## src/hdl/bpc_pkg.sv

```systemverilog
// Package of constants and types for the pin and PROM programming controller
package bpc_pkg;
  // ----------------------------------------------------------------
  // Timing
  // ----------------------------------------------------------------
  localparam int unsigned CLK_HZ          = 10_000_000;
  localparam int unsigned CLK_PERIOD_NS   = 100;
  localparam int unsigned OSC_PER_MCYCLE  = 12;
  localparam int unsigned OSC_PER_STROBE  = 8;
  localparam int unsigned RESET_MCYCLES   = 2;
  localparam int unsigned BAUD_DEFAULT    = 9600;
  localparam int unsigned BIT_CYCLES      = CLK_HZ / BAUD_DEFAULT;
  localparam int unsigned PULSE_US_DEFAULT = 50;
  localparam int unsigned PULSE_CYCLES    = (PULSE_US_DEFAULT * 1000 + CLK_PERIOD_NS - 1)
                                            / CLK_PERIOD_NS;
  localparam int unsigned GUARD_CYCLES    = 4;
  localparam int unsigned CHAR_BITS       = 8;
  localparam int unsigned FRAME_BITS      = CHAR_BITS + 2;
  // ----------------------------------------------------------------
  // Reset values of pin latches
  // ----------------------------------------------------------------
  localparam logic [7:0]  PORT1_RST       = 8'hff;
  // ----------------------------------------------------------------
  // Bus cycle states
  // ----------------------------------------------------------------
  typedef enum logic [4:0] {
    BPC_IDLE  = 5'h01,
    BPC_ADDR  = 5'h02,
    BPC_RD    = 5'h04,
    BPC_WR    = 5'h08,
    BPC_FETCH = 5'h10
  } bpc_bus_e;
  // Programming sequence states
  typedef enum logic [3:0] {
    BPC_P_OFF   = 4'h1,
    BPC_P_SETUP = 4'h2,
    BPC_P_PULSE = 4'h4,
    BPC_P_HOLD  = 4'h8
  } bpc_write_prom_command_e;
endpackage

```

## src/hdl/bpc_top.sv

```systemverilog
// Pin level controller: bus strobes, port 1 alternates, PROM programming, serial
`timescale 1ns/1ps
`default_nettype none
// ------------------------------------------------------------------
// Summary of operation
// ------------------------------------------------------------------
// Summary of operation
// - Counter 2 inputs need latch one
// - Bit 2 outputs programmable PWM
// - Bit 3 gates address strobe programming
// - Bit 4 gives active-low programming pulse
// - Bit 5 low throughout programming
// - Bit 6 is active-low DMA acknowledge
// - Interrupt 0 low; may request DMA
// - Bit 7 serial printer output
// - Address strobe marks low byte
// - Fetch strobe high unless external code
// - Read strobe low for reads
// - Write strobe low for writes
// - Interrupt 1 input is active low
// - Console uses ASCII asynchronous frames
// - Low pins multiplex address and data
// - Counter 0/1 pins count externally
// - Strobe every eight clocks, skip data access
module bpc_top
  import bpc_pkg::*;
#(
  parameter int unsigned PULSE_CNT = PULSE_CYCLES,
  parameter int unsigned BIT_CNT   = BIT_CYCLES
) (
  // Clock and reset
  input  wire logic        I_CLK,
  input  wire logic        I_NRST,
  // Reset pin, high active
  input  wire logic        I_RESET_PIN,
  // Core bus requests
  input  wire logic        I_RD_REQ,
  input  wire logic        I_WR_REQ,
  input  wire logic        I_FETCH_REQ,
  input  wire logic        I_EXT_CODE,
  input  wire logic [15:0] I_ADDR,
  input  wire logic [7:0]  I_WDATA,
  output logic [7:0]       O_RDATA,
  output logic             O_RDATA_VLD,
  // External bus pins
  input  wire logic [7:0]  I_LOW_ADDR_DATA_BUS,
  output logic [7:0]       O_LOW_ADDR_DATA_BUS,
  output logic             O_LOW_ADDR_DATA_BUS_OE,
  output logic [7:0]       O_HIGH_ADDR_BUS,
  output logic             O_ADDR_LATCH_STROBE,
  output logic             O_PROGRAM_FETCH_STROBE_N,
  output logic             O_RD_N,
  output logic             O_WR_N,
  // Port 1 latch and alternate control
  input  wire logic [7:0]  I_PORT1_LATCH,
  input  wire logic [7:0]  I_PORT1_PIN,
  input  wire logic        I_PWM_EN,
  input  wire logic [15:0] I_PWM_HIGH,
  input  wire logic [15:0] I_PWM_LOW,
  input  wire logic        I_WRITE_PROM_COMMAND_START,
  input  wire logic [15:0] I_PULSE_WIDTH,
  input  wire logic        I_DMA_EN,
  input  wire logic        I_LP_START,
  input  wire logic [7:0]  I_LP_DATA,
  output logic [7:0]       O_PORT1,
  output logic             O_WRITE_PROM_COMMAND_BUSY,
  output logic             O_LP_BUSY,
  // Interrupt and counter pins
  input  wire logic        I_EXT_IRQ0_DMA_REQUEST_N,
  input  wire logic        I_EXT_IRQ1_N,
  input  wire logic        I_COUNTER0_INPUT,
  input  wire logic        I_COUNTER1_INPUT,
  input  wire logic [1:0]  I_CNT_EXT_SEL,
  output logic             O_IRQ0,
  output logic             O_IRQ1,
  output logic [2:0]       O_CNT_TICK,
  output logic             O_CNT2_CAPTURE,
  // Console link
  input  wire logic        I_CON_START,
  input  wire logic [7:0]  I_CON_DATA,
  output logic             O_CON_BUSY,
  output logic             O_CON_TXD
);
  // ----------------------------------------------------------------
  // Reset release and reset pin filter
  // ----------------------------------------------------------------
  logic [1:0] rst_sync_q;
  logic       rst_n;
  always_ff @(posedge I_CLK or negedge I_NRST) begin
    if (!I_NRST) begin
      rst_sync_q <= 2'b00;
    end else begin
      rst_sync_q <= {rst_sync_q[0], 1'b1};
    end
  end
  assign rst_n = rst_sync_q[1];

  function automatic logic fall(input logic prev, input logic cur);
    return prev & ~cur;
  endfunction

  typedef struct packed {
    logic [4:0]  rcnt;
    logic        pin_rst;
    logic [2:0]  phase;
    bpc_bus_e    bus;
    logic [7:0]  rdata;
    logic        rvld;
    logic [7:0]  lad;
    logic        lad_oe;
    logic [7:0]  had;
    logic        ale;
    logic        program_fetch_strobe_n;
    logic        rd_n;
    logic        wr_n;
    bpc_write_prom_command_e   write_prom_command;
    logic [15:0] pcnt;
    logic        gate;
    logic        pulse_n;
    logic        vpp_n;
    logic [15:0] pwm_cnt;
    logic        pwm;
    logic [4:0]  pin_prev;
    logic        irq0;
    logic        irq1;
    logic [2:0]  tick;
    logic        cap2;
    logic        pbusy;
  } bpc_st_s;
  bpc_st_s s_q;
  bpc_st_s s_d;
  logic    lp_busy;
  logic    lp_txd;
  logic    con_busy;
  logic    con_txd;
  logic    dma_ack_n;

  assign dma_ack_n = ~(I_DMA_EN & ~I_EXT_IRQ0_DMA_REQUEST_N);

  // ----------------------------------------------------------------
  // Next state
  // ----------------------------------------------------------------
  always_comb begin
    s_d      = s_q;
    s_d.rvld = 1'b0;
    s_d.tick = 3'b000;
    s_d.cap2 = 1'b0;
    // Reset pin must stand high two machine cycles
    if (I_RESET_PIN) begin
      if (s_q.rcnt != 5'(RESET_MCYCLES * OSC_PER_MCYCLE)) begin
        s_d.rcnt = s_q.rcnt + 5'h01;
      end
    end else begin
      s_d.rcnt = 5'h00;
    end
    s_d.pin_rst = (s_d.rcnt == 5'(RESET_MCYCLES * OSC_PER_MCYCLE));
    // Strobe rhythm, one pulse per eight clocks
    s_d.phase = s_q.phase + 3'h1;
    s_d.ale   = 1'b0;
    s_d.program_fetch_strobe_n = 1'b1;
    s_d.rd_n   = 1'b1;
    s_d.wr_n   = 1'b1;
    case (s_q.bus)
      BPC_IDLE: begin
        s_d.lad_oe = 1'b0;
        if (s_q.phase == 3'h7 && !s_q.pin_rst) begin
          if (I_RD_REQ || I_WR_REQ || (I_FETCH_REQ && I_EXT_CODE)) begin
            s_d.bus    = BPC_ADDR;
            s_d.lad    = I_ADDR[7:0];
            s_d.lad_oe = 1'b1;
            s_d.had    = I_ADDR[15:8];
          end
        end
      end
      BPC_ADDR: begin
        if (s_q.phase == 3'h1) begin
          s_d.lad_oe = I_WR_REQ;
          s_d.lad    = I_WDATA;
          if (I_WR_REQ) begin
            s_d.bus = BPC_WR;
          end else if (I_RD_REQ) begin
            s_d.bus = BPC_RD;
          end else begin
            s_d.bus = BPC_FETCH;
          end
        end
      end
      BPC_RD: begin
        s_d.rd_n = (s_q.phase == 3'h7) ? 1'b1 : 1'b0;
        if (s_q.phase == 3'h7) begin
          s_d.rdata = I_LOW_ADDR_DATA_BUS;
          s_d.rvld  = 1'b1;
          s_d.bus   = BPC_IDLE;
        end
      end
      BPC_WR: begin
        s_d.wr_n = (s_q.phase == 3'h7) ? 1'b1 : 1'b0;
        if (s_q.phase == 3'h7) begin
          s_d.bus = BPC_IDLE;
        end
      end
      BPC_FETCH: begin
        s_d.program_fetch_strobe_n = ~(I_EXT_CODE & (s_q.phase != 3'h7));
        if (s_q.phase == 3'h7) begin
          s_d.rdata = I_LOW_ADDR_DATA_BUS;
          s_d.rvld  = 1'b1;
          s_d.bus   = BPC_IDLE;
        end
      end
      default: begin
        s_d.bus = BPC_IDLE;
      end
    endcase
    // Strobe marks every slot while the gate is high, but not the one that closes a data access
    if (s_q.phase == 3'h7) begin
      s_d.ale = s_q.gate & (s_q.bus != BPC_RD) & (s_q.bus != BPC_WR);
    end
    // Programming sequence
    case (s_q.write_prom_command)
      BPC_P_OFF: begin
        s_d.gate    = 1'b1;
        s_d.vpp_n   = 1'b1;
        s_d.pulse_n = 1'b1;
        if (I_WRITE_PROM_COMMAND_START) begin
          s_d.write_prom_command  = BPC_P_SETUP;
          s_d.gate  = 1'b0;
          s_d.vpp_n = 1'b0;
          s_d.pcnt  = 16'(GUARD_CYCLES);
        end
      end
      BPC_P_SETUP: begin
        s_d.pcnt = s_q.pcnt - 16'h0001;
        if (s_q.pcnt == 16'h0001) begin
          s_d.write_prom_command    = BPC_P_PULSE;
          s_d.pulse_n = 1'b0;
          s_d.pcnt    = (I_PULSE_WIDTH != 16'h0000) ? I_PULSE_WIDTH : 16'(PULSE_CNT);
        end
      end
      BPC_P_PULSE: begin
        s_d.pcnt = s_q.pcnt - 16'h0001;
        if (s_q.pcnt == 16'h0001) begin
          s_d.write_prom_command    = BPC_P_HOLD;
          s_d.pulse_n = 1'b1;
          s_d.pcnt    = 16'(GUARD_CYCLES);
        end
      end
      BPC_P_HOLD: begin
        s_d.pcnt = s_q.pcnt - 16'h0001;
        if (s_q.pcnt == 16'h0001) begin
          s_d.write_prom_command = BPC_P_OFF;
        end
      end
      default: begin
        s_d.write_prom_command = BPC_P_OFF;
      end
    endcase
    // Pulse width modulation
    if (!I_PWM_EN) begin
      s_d.pwm     = 1'b1;
      s_d.pwm_cnt = 16'h0000;
    end else if (s_q.pwm_cnt == 16'h0000) begin
      s_d.pwm     = ~s_q.pwm;
      s_d.pwm_cnt = s_q.pwm ? I_PWM_LOW : I_PWM_HIGH;
    end else begin
      s_d.pwm_cnt = s_q.pwm_cnt - 16'h0001;
    end
    // Interrupt and counter inputs
    s_d.pin_prev = {I_PORT1_PIN[1:0], I_COUNTER1_INPUT, I_COUNTER0_INPUT,
                    I_EXT_IRQ1_N};
    s_d.irq0 = ~I_EXT_IRQ0_DMA_REQUEST_N & ~I_DMA_EN;
    s_d.irq1 = ~I_EXT_IRQ1_N;
    s_d.tick[0] = I_CNT_EXT_SEL[0] & fall(s_q.pin_prev[1], I_COUNTER0_INPUT);
    s_d.tick[1] = I_CNT_EXT_SEL[1] & fall(s_q.pin_prev[2], I_COUNTER1_INPUT);
    s_d.tick[2] = I_PORT1_LATCH[0] & fall(s_q.pin_prev[3], I_PORT1_PIN[0]);
    s_d.cap2    = I_PORT1_LATCH[1] & fall(s_q.pin_prev[4], I_PORT1_PIN[1]);
    // Pin reset ends a pulse before the enable is let go
    if (s_q.pin_rst) begin
      s_d.bus     = BPC_IDLE;
      s_d.pulse_n = 1'b1;
      if (s_q.write_prom_command == BPC_P_OFF) begin
        s_d.write_prom_command  = BPC_P_OFF;
        s_d.gate  = 1'b1;
        s_d.vpp_n = 1'b1;
      end else if (s_q.write_prom_command != BPC_P_HOLD) begin
        s_d.write_prom_command = BPC_P_HOLD;
        s_d.pcnt = 16'(GUARD_CYCLES);
      end
    end
    s_d.pbusy = (s_d.write_prom_command != BPC_P_OFF);
  end

  always_ff @(posedge I_CLK or negedge rst_n) begin
    if (!rst_n) begin
      s_q <= '{rcnt: 5'h00, pin_rst: 1'b0, phase: 3'h0, bus: BPC_IDLE,
               rdata: 8'h00, rvld: 1'b0, lad: 8'h00, lad_oe: 1'b0, had: 8'h00,
               ale: 1'b0, program_fetch_strobe_n: 1'b1, rd_n: 1'b1, wr_n: 1'b1, write_prom_command: BPC_P_OFF,
               pcnt: 16'h0000, gate: 1'b1, pulse_n: 1'b1, vpp_n: 1'b1,
               pwm_cnt: 16'h0000, pwm: 1'b1, pin_prev: 5'h1f, irq0: 1'b0,
               irq1: 1'b0, tick: 3'b000, cap2: 1'b0, pbusy: 1'b0};
    end else begin
      s_q <= s_d;
    end
  end

  // ----------------------------------------------------------------
  // Serial ports
  // ----------------------------------------------------------------
  bpc_ser_tx #(.BIT_CNT(BIT_CNT)) u_lp (
    .clk   (I_CLK),
    .rst_n (rst_n),
    .start (I_LP_START),
    .data  (I_LP_DATA),
    .busy  (lp_busy),
    .txd   (lp_txd)
  );
  bpc_ser_tx #(.BIT_CNT(BIT_CNT)) u_con (
    .clk   (I_CLK),
    .rst_n (rst_n),
    .start (I_CON_START),
    .data  (I_CON_DATA),
    .busy  (con_busy),
    .txd   (con_txd)
  );

  // ----------------------------------------------------------------
  // Port 1 pin register
  // ----------------------------------------------------------------
  logic [7:0] port1_q;
  always_ff @(posedge I_CLK or negedge rst_n) begin
    if (!rst_n) begin
      port1_q <= PORT1_RST;
    end else begin
      port1_q[1:0] <= I_PORT1_LATCH[1:0];
      port1_q[2]   <= I_PWM_EN ? s_d.pwm : I_PORT1_LATCH[2];
      port1_q[3]   <= s_d.gate;
      port1_q[4]   <= s_d.pulse_n;
      port1_q[5]   <= s_d.vpp_n;
      port1_q[6]   <= I_DMA_EN ? dma_ack_n : I_PORT1_LATCH[6];
      port1_q[7]   <= lp_txd;
    end
  end

  assign O_PORT1                  = port1_q;
  assign O_LOW_ADDR_DATA_BUS      = s_q.lad;
  assign O_LOW_ADDR_DATA_BUS_OE   = s_q.lad_oe;
  assign O_HIGH_ADDR_BUS          = s_q.had;
  assign O_ADDR_LATCH_STROBE      = s_q.ale;
  assign O_PROGRAM_FETCH_STROBE_N = s_q.program_fetch_strobe_n;
  assign O_RD_N                   = s_q.rd_n;
  assign O_WR_N                   = s_q.wr_n;
  assign O_RDATA                  = s_q.rdata;
  assign O_RDATA_VLD              = s_q.rvld;
  assign O_WRITE_PROM_COMMAND_BUSY              = s_q.pbusy;
  assign O_LP_BUSY                = lp_busy;
  assign O_CON_BUSY               = con_busy;
  assign O_CON_TXD                = con_txd;
  assign O_IRQ0                   = s_q.irq0;
  assign O_IRQ1                   = s_q.irq1;
  assign O_CNT_TICK               = s_q.tick;
  assign O_CNT2_CAPTURE           = s_q.cap2;
endmodule
`default_nettype wire

```

## src/hdl/bpc_ser_tx.sv

```systemverilog
// Asynchronous serial transmitter, 8N1, used for console and printer
`timescale 1ns/1ps
`default_nettype none
module bpc_ser_tx
  import bpc_pkg::*;
#(
  parameter int unsigned BIT_CNT = BIT_CYCLES
) (
  // Clock and reset
  input  wire logic       clk,
  input  wire logic       rst_n,
  // Character in
  input  wire logic       start,
  input  wire logic [7:0] data,
  // Line out
  output logic            busy,
  output logic            txd
);
  typedef struct packed {
    logic [15:0] div;
    logic [3:0]  bitn;
    logic [9:0]  sh;
    logic        busy;
  } bpc_tx_s;
  bpc_tx_s s_q;
  bpc_tx_s s_d;

  always_comb begin
    s_d = s_q;
    if (!s_q.busy) begin
      if (start) begin
        s_d.sh   = {1'b1, data, 1'b0};
        s_d.busy = 1'b1;
        s_d.bitn = 4'h0;
        s_d.div  = 16'h0000;
      end
    end else if (s_d.div == 16'(BIT_CNT - 1)) begin
      s_d.div = 16'h0000;
      s_d.sh  = {1'b1, s_q.sh[9:1]};
      if (s_q.bitn == 4'(FRAME_BITS - 1)) begin
        s_d.busy = 1'b0;
      end else begin
        s_d.bitn = s_q.bitn + 4'h1;
      end
    end else begin
      s_d.div = s_q.div + 16'h0001;
    end
  end

  always_ff @(posedge clk or negedge rst_n) begin
    if (!rst_n) begin
      s_q <= '{div: 16'h0000, bitn: 4'h0, sh: 10'h3ff, busy: 1'b0};
    end else begin
      s_q <= s_d;
    end
  end

  assign busy = s_q.busy;
  assign txd  = s_q.sh[0];
endmodule
`default_nettype wire

```

## config.mk

```make
export PLATFORM = sky130hd
export DESIGN_NAME = bpc_top
export DESIGN_NICKNAME = d
export VERILOG_FILES = /design/src/hdl/bpc_pkg.sv /design/src/hdl/bpc_top.sv /design/src/hdl/bpc_ser_tx.sv
export SDC_FILE = /design/constraint.sdc
export NUM_CORES = 1
export LEC_CHECK = 0
export BUFFER_PORTS_ARGS = -buffer_cell sky130_fd_sc_hd__buf_4
export CAP_MARGIN = 15
export CORE_MARGIN = 4
export CORE_UTILIZATION = 39
export DETAILED_ROUTE_END_ITERATION = 12
export PLACE_DENSITY = 0.58
export SLEW_MARGIN = 15
export SYNTH_ARGS = -nofsm -noshare
export SYNTH_HDL_FRONTEND = slang
export SYNTH_SLANG_ARGS = --single-unit
```

## constraint.sdc

```tcl
create_clock -name I_CLK -period 6.4 [get_ports I_CLK]
set_clock_uncertainty 0.2 [all_clocks]
set_input_delay 0 -clock I_CLK [delete_from_list [all_inputs] [get_ports I_CLK]]
set_output_delay 0 -clock I_CLK [all_outputs]
set_load 0.03 [all_outputs]
```

==> summary.md <==
| Metric | Value |
|---|---|
| Leak pwr | `5.20 nW` |
| Final ANT Viol Nets | `0` |
| CP peak stage delay | `roughly 560 ps` |
| Global Route Usage Sum | `0.184` |
| Synthesis-to-finish area growth | `33.1%` |
| Worst EP required | `around 6600 ps` |
| Seq cells post-synth | `164` |
| Clock tree sinks | `164` |
| Top FF cell, synth | `dfrtp_1` |
| Initial Utilization | `0.399` |
| Vias | `around 8000` |
| Number of remaining DRC errors | `0` |
| Commonest non-fill, non-tap cell in the layout | `buf_4` |
| Post-synth EDFFs | `0` |
| Skew-Pair Late Insertion Delay | `about 420 ps` |
| P per Cell Area | `333 nW/um^2` |
| Crit path DAT | `3190 ps` |
| Maximum vdd drop | `about 160 uV` |
| HP Class | `in2reg` |
| CTS HTree Levels | `4` |
| Resized Gates After CTS | `0` |
| Max_cap viols | `0` |
| Post-synth cell types | `around 80` |
| Setup violators final | `0` |
| CTS root buf | `clkbuf_16` |
| Buf+Inv Stages, Crit Path | `2` |
| Worst Slack Setup Final | `3360 ps` |
| Final #Nets | `around 1300` |
| Family with the most delay on the worst path | `buffers and inverters` |
| Fin. max-slew vios | `0` |
| Critical Path End Type | `register` |
| Vias in the first global route | `between 7000 and 8000` |
| Site row count | `55` |
| Crit-path max FO | `10` |
| Syn Nets | `1095` |
| Gpl congestion | `around 0.8` |
| Pre-CTS worst setup slack | `~3600 ps` |
| RSZ-0062 raised after global routing | `false` |
| Post-CTS Setup Repair Bufs | `0` |
| Seq/Total Area, Yosys | `0.459` |
| YS warnings | `0` |
| Area of the mapped netlist | `a little over 9000 sq um` |
| Top Ports | `178` |
| Peak Freq | `0.329 GHz` |
| Post-synth ARST share | `1.00` |
| Crit-path cells | `nor4_2, and4_1, nand2_1, o22ai_1, dlygate4sd3_1, nor2_1, dlygate4sd3_1` |
| TritonCTS clock tree | `yes` |
| Core area | `22700 sq um` |
| Initial DRC Count | `about 550` |
| Proportion of layout cells with a drive suffix above 1 | `0.241` |
| Crit path max-delay cell type | `dlygate4sd3_1` |
| Avg Inst Size Synth | `between 9 and 10 sq um` |
| Tcrit/Tclk final | `0.474` |
| Final hold vios | `0` |
| Detail-routed via count per cell | `5.34` |
| Global-route wire length before repair | `39.6 mm` |
| Initial antenna violation count | `0` |
| Crit Path Class | `reg2reg` |
| CP startpoint kind | `register` |
| Die X | `~160 um` |
| Commonest non-fill, non-tap cells in the layout | `buf_4 (170), dlygate4sd3_1 (126), dfrtp_1 (125)` |
| Fin util | `0.531` |
| Relative slew slack | `0.249` |
| Total wire length | `23.8 mm` |
| Worst Max-Slew Pin Slew | `about 1100 ps` |
| Worst-path clk slew | `70 ps` |
| WL per Instance | `between 15 and 20 um` |
| Largest net degree at the start of global routing | `68` |
| Port Buffers | `between 150 and 200` |
| Cells after synthesis | `~950` |
| DP HPWL | `about 16 mm` |
| Flop2flop setup slack | `between 3000 and 4000 ps` |
| Diode count | `0` |
| Outcome | `completed` |
| TritonRoute pass-1 iters | `5` |
| Worst hold slack | `30.1 ps` |
| Full die area | `roughly 26000 sq um` |
| Die Y-Extent | `roughly 160 um` |
| CTS Buffer Depth | `2` |
| Top cell by count, worst path | `dlygate4sd3_1` |
| Tmin final | `about 3000 ps` |
| Setup_tns | `0 ps` |
| Grt total ovfl | `0` |
| Cts bufs inserted | `17` |
layout make-up:
| cell class | instances | area [sq um] |
|---|---|---|
| Multi-Input combinational cell | 678 | 4350 |
| Fill cell | 2092 | 10700 |
| Inverter | 31 | 116 |
| Clock buffer | 21 | 450 |
| Clock inverter | 11 | 80.1 |
| Timing Repair Buffer | 296 | 2540 |
| Sequential cell | 164 | 4160 |
| Tap cell | 285 | 357 |
metal layers:
| metal | vias to the layer above | track usage | part of all wire |
|---|---|---|---|
| met5 | - | 0 | 0 |
| met4 | 0 | 0.0465 | 0.011 |
| met3 | 21 | 0.0318 | 0.041 |
| met2 | 197 | 0.301 | 0.48 |
| met1 | 3827 | 0.255 | 0.47 |
| li1 | 3892 | - | - |
through the flow:
step / total power, W / area [sq um] / std cells
2_1_floorplan: 0.00264 / 9050 / 948
3_3_place_gp: 0.00295 / 10300 / 1328
3_5_place_dp: 0.00297 / 10300 / 1328
4_1_cts: 0.00405 / 12000 / 1486
5_1_grt: 0.00429 / 12000 / 1486
6_report: 0.00402 / 12000 / 1486
Yosys cell counts, types with 13 or more instances:
library cell / n / area share
nor2_1: 64 / 0.027
nor3b_1: 13 / 0.011
nor3_1: 16 / 0.0088
nor4_1: 14 / 0.0097
dfrtp_1: 126 / 0.35
buf_4: 32 / 0.027
nand2_1: 123 / 0.051
nand3_1: 27 / 0.015
ha_1: 17 / 0.023
xnor2_1: 13 / 0.013
o21ai_0: 67 / 0.037
mux2_2: 24 / 0.030
inv_1: 30 / 0.012
o31ai_1: 14 / 0.012
a22oi_1: 20 / 0.017
a21oi_1: 43 / 0.024
nor2b_1: 15 / 0.010
xor2_1: 14 / 0.014
clkbuf_1: 27 / 0.011
dfstp_2: 38 / 0.11
report_power, final:
part           switching (W)  total, W  internal [W]  leakage (nW)
logic               0.000814   0.00152      0.000705          2.99
clock network       0.000440  0.000949      0.000509         0.250
registers           0.000263   0.00155       0.00128          1.96
worst paths after layout:
path                                             end  cells after the start           start
min in group asynchronous               u_lp.s_q[13]                      0   rst_sync_q[1]
setup reg to reg                         u_lp.s_q[8]                      7    u_lp.s_q[24]
max in group asynchronous  O_WRITE_PROM_COMMAND_BUSY                      1   rst_sync_q[1]
setup / recovery                         u_lp.s_q[8]                      7    u_lp.s_q[24]
hold reg to reg                         u_lp.s_q[13]                      0   rst_sync_q[1]
hold / removal                               s_q[11]                      2  I_PORT1_PIN[1]
sequential cells by signal (all words and copies together) (netlist names), 2 cells and up:
register / flops
O_CNT_TICK: 3
O_HIGH_ADDR_BUS: 8
O_LOW_ADDR_DATA_BUS: 8
O_PORT1: 8
O_RDATA: 8
rst_sync_q: 2
s_q: 55
u_con.s_q: 29
u_lp.s_q: 29
kinds of logic (layout without fill, tap and decap cells):
| family | after synthesis | in the layout | share of synthesized area |
|---|---|---|---|
| and+or+nand+nor | 364 | 364 | 0.219 |
| other | 1 | 1 | 0.000414 |
| buffers and inverters | 106 | 359 | 0.0605 |
| xor gates and xnor gates | 27 | 27 | 0.0261 |
| AOI/OAI and AO/OA | 242 | 242 | 0.179 |
| muxes | 27 | 27 | 0.0332 |
| DFF | 164 | 164 | 0.459 |
| adders and majority gates | 17 | 17 | 0.0235 |
timing repair:
action                                  4_1_cts  5_1_grt
hold buffers                                126        0
endpoints found under the setup margin        0        0
endpoints found under the hold margin       130        0
(Power assumes the default switching activity.)
